**config.mk**
```make
export PLATFORM = sky130hd
export DESIGN_NAME = fsrl_status_regs
export DESIGN_NICKNAME = d
export VERILOG_FILES = /design/src/fsrl_pkg.sv /design/src/fsrl_link_sync.sv /design/src/fsrl_status_regs.sv
export SDC_FILE = /design/constraint.sdc
export NUM_CORES = 1
export LEC_CHECK = 0
export ABC_AREA = 1
export BUFFER_PORTS_ARGS = -buffer_cell sky130_fd_sc_hd__buf_4
export CORE_UTILIZATION = 57
export CTS_CLUSTER_SIZE = 10
export DETAILED_ROUTE_END_ITERATION = 8
export PLACE_DENSITY = 0.79
export SETUP_SLACK_MARGIN = 0.15
export SLEW_MARGIN = 20
export SYNTH_ARGS = -nofsm -noshare
export SYNTH_HDL_FRONTEND = slang
export SYNTH_SLANG_ARGS = --single-unit
```
**constraint.sdc**
```tcl
create_clock -name clk_i -period 1.85 [get_ports clk_i]
set_input_delay 0.2775 -clock clk_i [delete_from_list [all_inputs] [get_ports clk_i]]
set_output_delay 0.2775 -clock clk_i [all_outputs]
set_load 0.01 [all_outputs]
```
**src/fsrl_pkg.sv**
```systemverilog
// Shared constants and types of the flash status register logic
package fsrl_pkg;

  // Status command opcodes
  localparam logic [7:0] OP_READ_STATUS = 8'h05;
  localparam logic [7:0] OP_WRITE_BYTE1 = 8'h01;
  localparam logic [7:0] OP_WRITE_BYTE2 = 8'h31;
  localparam logic [7:0] OP_WRITE_ENABLE = 8'h06;
  localparam logic [7:0] OP_WRITE_DISABLE = 8'h04;

  // Field positions, first status byte
  localparam int B1_LOCK = 7;
  localparam int B1_FAIL = 5;
  localparam int B1_GUARD = 4;
  localparam int B1_SWP_HI = 3;
  localparam int B1_SWP_LO = 2;
  localparam int B1_LATCH = 1;
  localparam int B1_BUSY = 0;

  // Field positions, second status byte
  localparam int B2_RSV_HI = 7;
  localparam int B2_RSV_LO = 5;
  localparam int B2_RST_PERMIT = 4;
  localparam int B2_LD_PERMIT = 3;
  localparam int B2_PROG_PAUSED = 2;
  localparam int B2_ERASE_PAUSED = 1;
  localparam int B2_BUSY = 0;

  // Power-up values
  localparam logic RST_LOCK = 1'b0;
  localparam logic RST_FAIL = 1'b0;
  localparam logic RST_LATCH = 1'b0;
  localparam logic RST_RST_PERMIT = 1'b0;
  localparam logic RST_LD_PERMIT = 1'b0;
  localparam logic RST_PAUSED = 1'b0;
  localparam logic [7:0] RST_BYTE = 8'h00;

  // Bit count that completes a byte
  localparam logic [2:0] LAST_BIT = 3'h7;

  typedef enum logic [2:0] {
    FSRL_IDLE,
    FSRL_OPCODE,
    FSRL_READ,
    FSRL_DATA,
    FSRL_SKIP
  } fsrl_state_t;

endpackage

```
**src/fsrl_link_sync.sv**
```systemverilog
// Pin synchroniser and serial clock edge finder
`timescale 1ns/1ns
module fsrl_link_sync (
  input wire logic clk_i,
  input wire logic rst_n_i,
  input wire logic sck_i,
  input wire logic cs_n_i,
  input wire logic si_i,
  input wire logic wp_n_i,
  output logic sck_rise_o,
  output logic sck_fall_o,
  output logic cs_n_o,
  output logic si_o,
  output logic wp_n_o
);

  typedef struct packed {
    logic [3:0] meta;
    logic [3:0] sync;
    logic sck_last;
  } fsrl_sync_t;

  fsrl_sync_t q;
  fsrl_sync_t d;

  ////////////////////////////////////////////////////////////////////////////
  always_comb begin
    d = q;
    d.meta = {sck_i, cs_n_i, si_i, wp_n_i};
    d.sync = q.meta;
    d.sck_last = q.sync[3];
  end

  always_ff @(posedge clk_i or negedge rst_n_i) begin
    if (!rst_n_i) begin
      q <= '{meta: 4'h5, sync: 4'h5, sck_last: 1'b0};
    end else begin
      q <= d;
    end
  end

  ////////////////////////////////////////////////////////////////////////////
  assign sck_rise_o = q.sync[3] & ~q.sck_last;
  assign sck_fall_o = ~q.sync[3] & q.sck_last;
  assign cs_n_o = q.sync[2];
  assign si_o = q.sync[1];
  assign wp_n_o = q.sync[0];

endmodule

```
**src/fsrl_status_regs.sv**
```systemverilog
// Two-byte status register with its serial read and write commands
`timescale 1ns/1ns
// Overview of operation
// - Byte-two write changes only bits 4, 3
// - Byte-two bits 7..5 read zero
// - Bit 4 permits the reset command
// - Bit 3 permits lockdown and freeze commands
// - Bits 2, 1 show program/erase suspended
// - Bit 0 mirrors busy
// - Lock blocks sector protect changes
// - Lock clears at power-up, reset ignores it
// - Guard pin asserted: lock may only set
// - Byte-one write changes only the lock
// - Failed erase or program sets fail flag
// - Aborts never set the fail flag
// - Read-only bit shows guard pin level
// - Two bits summarise software protection
// - Clear latch rejects status writes and lockdown; reset is not gated by it
// - Latch clears at power-up and reset
// - Latch clears on disable, op end, hold
// - Partial opcode leaves latch untouched
// - Reset permit changes only by write
// - Lockdown permit changes only by write or freeze
// - Freeze forces lockdown permit to zero
// - Read status streams both bytes repeatedly
// - Byte-two write applies on aligned deselect
// - Soft reset clears latch and suspends
module fsrl_status_regs (
  input wire logic clk_i,
  input wire logic rst_n_i,
  input wire logic sck_i,
  input wire logic cs_n_i,
  input wire logic si_i,
  input wire logic wp_n_i,
  input wire logic op_busy_i,
  input wire logic op_end_i,
  input wire logic op_fail_i,
  input wire logic latch_clear_i,
  input wire logic hold_abort_i,
  input wire logic soft_reset_i,
  input wire logic freeze_done_i,
  input wire logic prog_suspend_i,
  input wire logic prog_resume_i,
  input wire logic erase_suspend_i,
  input wire logic erase_resume_i,
  input wire logic [1:0] soft_protect_summary_i,
  output logic so_o,
  output logic so_oe_o,
  output logic [7:0] status_byte_one_o,
  output logic [7:0] status_byte_two_o,
  output logic protect_regs_lock_o,
  output logic write_latch_o,
  output logic soft_reset_permit_o,
  output logic lockdown_permit_o,
  output logic protect_change_ok_o,
  output logic lockdown_cmd_ok_o,
  output logic reset_cmd_ok_o,
  output logic global_protect_o
);

  typedef struct packed {
    fsrl_pkg::fsrl_state_t st;
    logic [2:0] bit_cnt;
    logic [7:0] opcode;
    logic [7:0] rx;
    logic [7:0] tx;
    logic [7:0] wdata;
    logic byte_sel, data_seen;
    logic lock, fail, latch;
    logic rst_permit, ld_permit, frozen;
    logic prog_paused, erase_paused;
    logic so, so_oe;
    logic [7:0] stat1, stat2;
    logic prot_ok, ld_ok, rst_ok, gprot;
  } fsrl_regs_t;

  fsrl_regs_t q;
  fsrl_regs_t d;

  logic sck_rise, sck_fall, cs_n_s, si_s, wp_n_s;
  logic [7:0] img1, img2, rx_next;
  logic frame_end, full_op, aligned, wren_set;
  logic wr1_apply, wr2_apply, wr_clear, reset_ok;

  ////////////////////////////////////////////////////////////////////////////
  fsrl_link_sync u_sync (
    .clk_i(clk_i),
    .rst_n_i(rst_n_i),
    .sck_i(sck_i),
    .cs_n_i(cs_n_i),
    .si_i(si_i),
    .wp_n_i(wp_n_i),
    .sck_rise_o(sck_rise),
    .sck_fall_o(sck_fall),
    .cs_n_o(cs_n_s),
    .si_o(si_s),
    .wp_n_o(wp_n_s)
  );

  function automatic logic is_write_cmd(input logic [7:0] op);
    is_write_cmd = (op == fsrl_pkg::OP_WRITE_BYTE1) || (op == fsrl_pkg::OP_WRITE_BYTE2);
  endfunction

  ////////////////////////////////////////////////////////////////////////////
  // Status images and frame-end decisions
  always_comb begin
    img1 = fsrl_pkg::RST_BYTE;
    img1[fsrl_pkg::B1_LOCK] = q.lock;
    img1[fsrl_pkg::B1_FAIL] = q.fail;
    img1[fsrl_pkg::B1_GUARD] = wp_n_s;
    img1[fsrl_pkg::B1_SWP_HI:fsrl_pkg::B1_SWP_LO] = soft_protect_summary_i;
    img1[fsrl_pkg::B1_LATCH] = q.latch;
    img1[fsrl_pkg::B1_BUSY] = op_busy_i;
    img2 = fsrl_pkg::RST_BYTE;
    img2[fsrl_pkg::B2_RST_PERMIT] = q.rst_permit;
    img2[fsrl_pkg::B2_LD_PERMIT] = q.ld_permit;
    img2[fsrl_pkg::B2_PROG_PAUSED] = q.prog_paused;
    img2[fsrl_pkg::B2_ERASE_PAUSED] = q.erase_paused;
    img2[fsrl_pkg::B2_BUSY] = op_busy_i;
    rx_next = {q.rx[6:0], si_s};
    frame_end = cs_n_s && (q.st != fsrl_pkg::FSRL_IDLE);
    full_op = (q.st != fsrl_pkg::FSRL_OPCODE);
    aligned = (q.bit_cnt == 3'h0);
    wren_set = frame_end && full_op && aligned && (q.opcode == fsrl_pkg::OP_WRITE_ENABLE);
    wr_clear = frame_end && full_op && (is_write_cmd(q.opcode) || q.opcode == fsrl_pkg::OP_WRITE_DISABLE);
    wr1_apply = frame_end && full_op && aligned && q.data_seen && q.latch
      && (q.opcode == fsrl_pkg::OP_WRITE_BYTE1)
      && !(!wp_n_s && q.lock && !q.wdata[fsrl_pkg::B1_LOCK]);
    wr2_apply = frame_end && full_op && aligned && q.data_seen && q.latch
      && (q.opcode == fsrl_pkg::OP_WRITE_BYTE2);
    reset_ok = soft_reset_i && q.rst_permit;
  end

  ////////////////////////////////////////////////////////////////////////////
  // Next state
  always_comb begin
    d = q;
    d.gprot = 1'b0;
    if (op_end_i) begin
      d.fail = op_fail_i;
    end
    if (prog_resume_i || reset_ok) begin
      d.prog_paused = 1'b0;
    end
    if (prog_suspend_i) begin
      d.prog_paused = 1'b1;
    end
    if (erase_resume_i || reset_ok) begin
      d.erase_paused = 1'b0;
    end
    if (erase_suspend_i) begin
      d.erase_paused = 1'b1;
    end
    if (latch_clear_i || hold_abort_i || reset_ok || wr_clear) begin
      d.latch = 1'b0;
    end
    if (wren_set) begin
      d.latch = 1'b1;
    end
    if (wr1_apply) begin
      d.lock = q.wdata[fsrl_pkg::B1_LOCK];
      d.gprot = 1'b1;
    end
    if (wr2_apply) begin
      d.rst_permit = q.wdata[fsrl_pkg::B2_RST_PERMIT];
      if (!q.frozen) begin
        d.ld_permit = q.wdata[fsrl_pkg::B2_LD_PERMIT];
      end
    end
    if (freeze_done_i) begin
      d.frozen = 1'b1;
    end
    if (d.frozen) begin
      d.ld_permit = 1'b0;
    end
    if (cs_n_s) begin
      d.st = fsrl_pkg::FSRL_IDLE;
      d.so_oe = 1'b0;
      d.bit_cnt = 3'h0;
    end else begin
      unique case (q.st)
        fsrl_pkg::FSRL_IDLE: begin
          d.st = fsrl_pkg::FSRL_OPCODE;
          d.bit_cnt = 3'h0;
          d.data_seen = 1'b0;
        end
        fsrl_pkg::FSRL_OPCODE: begin
          if (sck_rise) begin
            d.rx = rx_next;
            d.bit_cnt = q.bit_cnt + 3'h1;
            if (q.bit_cnt == fsrl_pkg::LAST_BIT) begin
              d.opcode = rx_next;
              if (rx_next == fsrl_pkg::OP_READ_STATUS) begin
                d.st = fsrl_pkg::FSRL_READ;
                d.tx = img1;
                d.byte_sel = 1'b1;
              end else if (is_write_cmd(rx_next)) begin
                d.st = fsrl_pkg::FSRL_DATA;
              end else begin
                d.st = fsrl_pkg::FSRL_SKIP;
              end
            end
          end
        end
        fsrl_pkg::FSRL_READ: begin
          if (sck_fall) begin
            d.so = q.tx[7];
            d.so_oe = 1'b1;
            d.tx = {q.tx[6:0], 1'b0};
            d.bit_cnt = q.bit_cnt + 3'h1;
            if (q.bit_cnt == fsrl_pkg::LAST_BIT) begin
              d.tx = q.byte_sel ? img2 : img1;
              d.byte_sel = ~q.byte_sel;
            end
          end
        end
        fsrl_pkg::FSRL_DATA: begin
          if (sck_rise) begin
            d.rx = rx_next;
            d.bit_cnt = q.bit_cnt + 3'h1;
            if ((q.bit_cnt == fsrl_pkg::LAST_BIT) && !q.data_seen) begin
              d.wdata = rx_next;
              d.data_seen = 1'b1;
            end
          end
        end
        fsrl_pkg::FSRL_SKIP: begin
          if (sck_rise) begin
            d.bit_cnt = q.bit_cnt + 3'h1;
          end
        end
        default: d.st = fsrl_pkg::FSRL_IDLE;
      endcase
    end
    d.stat1 = img1;
    d.stat2 = img2;
    d.prot_ok = ~d.lock;
    d.ld_ok = d.ld_permit & d.latch;
    d.rst_ok = d.rst_permit;
  end

  ////////////////////////////////////////////////////////////////////////////
  always_ff @(posedge clk_i or negedge rst_n_i) begin
    if (!rst_n_i) begin
      q <= '{
        st: fsrl_pkg::FSRL_IDLE,
        bit_cnt: 3'h0,
        opcode: fsrl_pkg::RST_BYTE,
        rx: fsrl_pkg::RST_BYTE,
        tx: fsrl_pkg::RST_BYTE,
        wdata: fsrl_pkg::RST_BYTE,
        byte_sel: 1'b0,
        data_seen: 1'b0,
        lock: fsrl_pkg::RST_LOCK,
        fail: fsrl_pkg::RST_FAIL,
        latch: fsrl_pkg::RST_LATCH,
        rst_permit: fsrl_pkg::RST_RST_PERMIT,
        ld_permit: fsrl_pkg::RST_LD_PERMIT,
        frozen: 1'b0,
        prog_paused: fsrl_pkg::RST_PAUSED,
        erase_paused: fsrl_pkg::RST_PAUSED,
        so: 1'b0,
        so_oe: 1'b0,
        stat1: fsrl_pkg::RST_BYTE,
        stat2: fsrl_pkg::RST_BYTE,
        prot_ok: 1'b1,
        ld_ok: 1'b0,
        rst_ok: 1'b0,
        gprot: 1'b0
      };
    end else begin
      q <= d;
    end
  end

  ////////////////////////////////////////////////////////////////////////////
  assign so_o = q.so;
  assign so_oe_o = q.so_oe;
  assign status_byte_one_o = q.stat1;
  assign status_byte_two_o = q.stat2;
  assign protect_regs_lock_o = q.lock;
  assign write_latch_o = q.latch;
  assign soft_reset_permit_o = q.rst_permit;
  assign lockdown_permit_o = q.ld_permit;
  assign protect_change_ok_o = q.prot_ok;
  assign lockdown_cmd_ok_o = q.ld_ok;
  assign reset_cmd_ok_o = q.rst_ok;
  assign global_protect_o = q.gprot;
endmodule

```
==> flow_summary.toml <==
[outcome]
status = "finished, final reports clean"

[synthesis]
synth_edf_count = 0
synth.distinct_cells = 36
avgSynthCellArea_sq_um = 8.631
syn_area_sq_um = 3133
ys.flop_type = "dfrtp_1"
synth-seq-area-share_pct = 53.71
ys_warn_count = 0
ys_seq_elements = 67
synth_cells = 363
async_reset_ff_share_pct = 100.0

[cts]
cts-hold-fix-buffers = 0
cts_num_sinks = 67
cts_tree = "built"
clock-root-buffer = "clkbuf_8"
clk_pin_slew_ns = 0.07
htree_levels = 3
cts_made_buffers = 9
worstSkewPairLatency_ns = 0.35
clock_path_buffers = 2

[job]
max-cap-violations = 0

[pwr]
leakagePower_nw = 1.813
report.power.total_mw = 3.108
irDropWorstVdd_v = 0.0006661
p_per_area_nw_per_um2 = 864.0

[timing]
max_slew_margin_pct = 47.33
hold_viol = 0
period_minus_slack_ns = 1.575
whs_ns = 0.02063
setup_slack_ns = 0.2750
setup-tns-final_ns = 0
worst_pin_slew_ns = 0.7901
slew_violations = 0
max_freq_mhz = 634.9
finClkSkew_ns = 0.009329
finalSetupViolCount = 0
rsz0062_at_grt = "false"
period_share_pct = 85.13

[place]
gp_congestion = 0.9193
portBuffers = 40
dp_cells = 455
dp_slack_ns = 0.1810
hpwl_um = 4355

[die]
ios = 45
row_count = 26
die_w_um = 76.14
fp.dieH_um = 76.14
dieArea_sq_um = 5797
fp.coreArea_sq_um = 5205
initial_core_util_pct = 60.19

[global_route]
busiest_layer = "met2"
grt_use_total_pct = 23.65
grt_use_met3_pct = 8.862
grt_pass1_vias = 2387
gr-total-overflow = 0
grt_start_max_net_pins = 68
antenna_found_initial = 0
use_met1_pct = 28.34
use_met2_pct = 39.55
grt_pass1_wl_um = 10580

[cells_and_area]
nets = 420
antenna_cells = 0
multi_input_area_sq_um = 1155
fillers = 431
final_cells = 472
regArea_sq_um = 1683
mostFrequentLayoutCell = "nand2_1"
layout_common_cells = "99 x nand2_1, 62 x dfrtp_1, 43 x buf_4, 34 x inv_1"
final_layout_size_suffix_gt1_share_pct = 23.63
area_delta_synth_final_pct = 14.82

[route]
ant_nets = 0
finalWirelength_um = 6082
drtPass1Iterations = 4
viasPerCell = 5.087
drt_iter0_drc = 130
num_vias = 2401
avgRoutedWirePerCell_um = 12.89
route.detailed.drc = 0

[critical_path]
reg2regPathDepth = 9
path_max_fanout = 10
cp-end-kind = "flip-flop"
startpoint_type = "flip-flop"
crit_chain = "ha_1 -> ha_2 -> inv_2 -> o21ai_2 -> nand2_2 -> nor2_8 -> nand2_4 -> nand2_1 -> nand2_1"
crit_end = "q[47]"
cp.required_ns = 2.08
cpLargestDelayFamily = "simple AND/OR/NAND/NOR gates"
slowest_stage = "dfrtp_1"
cp.buffers_inverters = 1
path_depth = 9
rr_startpoint = "q[64]"
criticalPathCategory = "flip-flop to flip-flop"
reg2reg_to = "q[47]"
ff2ff_setup_slack_ns = 0.28
crit_start = "q[64]"
critPathMaxStageDelay_ns = 0.35
crit_arrival_ns = 1.80
critPathMostFrequentCell = "nand2_1"

[worst_hold_path]
hold_path_class = "input pin to async pin"
## how the worst min path moves through the flow
stage,endpoint,cells after the start,slack [ns]
5_1_grt,u_sync.d[3],1,0.01
3_5_place_dp,u_sync.d[0],0,0.34
3_3_place_gp,u_sync.d[0],0,0.34
2_1_floorplan,async pin,0,-0.02
6_report,q[62],1,0.02
4_1_cts,u_sync.d[2],1,0.02
## timing repair
item	4_1_cts	5_1_grt
endpoints found under the hold margin	0	0
gates resized for setup	0	6
setup endpoints to repair	0	10
setup buffers	0	2
## synth_stat cells (3+ instances only)
cell type / number / area [sq um]
o21ai_1: 28 / 140.1
nand2_2: 4 / 25.02
nand2_1: 100 / 375.4
buf_4: 19 / 142.6
dfstp_2: 5 / 131.4
inv_1: 34 / 127.6
o21ai_2: 3 / 26.28
dfrtp_1: 62 / 1551
nor3_1: 3 / 15.01
inv_2: 11 / 41.29
nor2_2: 4 / 25.02
a21oi_1: 4 / 20.02
ha_1: 3 / 37.54
nand3_1: 29 / 145.1
o21ai_0: 8 / 40.04
nor2_1: 19 / 71.32
## through the flow
step                utilization (%)  instance area (sq um)
global placement              65.00                   3383
finish                        69.11                   3597
detailed placement            65.00                   3383
global route                  69.11                   3597
floorplan                         -                   3144
CTS                           68.39                   3560
## cell type report
type | instances | share of cell area [%]
timing repair buffer | 43 | 8.974
multi-input combinational | 231 | 32.10
clock buffer | 11 | 3.652
clock inverter | 4 | 1.252
tap | 70 | 2.435
sequential | 67 | 46.78
inverter | 46 | 4.800
## routing by layer
| metal | vias up | part of all wire [%] |
|---|---|---|
| li1 | 1207 | - |
| met1 | 1127 | 46 |
| met2 | 56 | 48 |
| met3 | 11 | 4.6 |
| met4 | 0 | 1.4 |
| met5 | - | 0 |
## where the power goes
| part | leakage (nW) | switching (mW) | internal [mW] |
|---|---|---|---|
| sequential | 0.859 | 0.0604 | 1.56 |
| clock | 0.0929 | 0.502 | 0.608 |
| combinational | 0.861 | 0.248 | 0.130 |
## worst reg2reg max path, stage by stage (launching register included)
cell and delay (ns):
dfrtp_1 0.35, ha_1 0.16, ha_2 0.19, inv_2 0.07, o21ai_2 0.16, nand2_2 0.11, nor2_8 0.17, nand2_4 0.11
nand2_1 0.09, nand2_1 0.06
## registers in the layout, summed over array words and instances, names as in the netlist, named ones only
signal / flops
u_sync.cs_n_o: 1
q: 35
status_byte_one_o: 6
u_sync.d: 5
reset_cmd_ok_o: 1
d: 3
lockdown_permit_o: 1
write_latch_o: 1
so_oe_o: 1
lockdown_cmd_ok_o: 1
protect_change_ok_o: 1
status_byte_two_o: 5
global_protect_o: 1
u_sync.wp_n_o: 1
so_o: 1
u_sync.si_o: 1
u_sync.q: 1
## cell families after synthesis
group | Yosys count | share of synthesized area, %
other | 1 | 0.1197
buffers and inverters | 68 | 10.50
muxes | 1 | 0.3594
AOI/OAI and AO/OA | 50 | 8.786
and+or+nand+nor | 173 | 25.32
adders and majority gates | 3 | 1.198
DFF | 67 | 53.71
(Power assumes the default switching activity.)
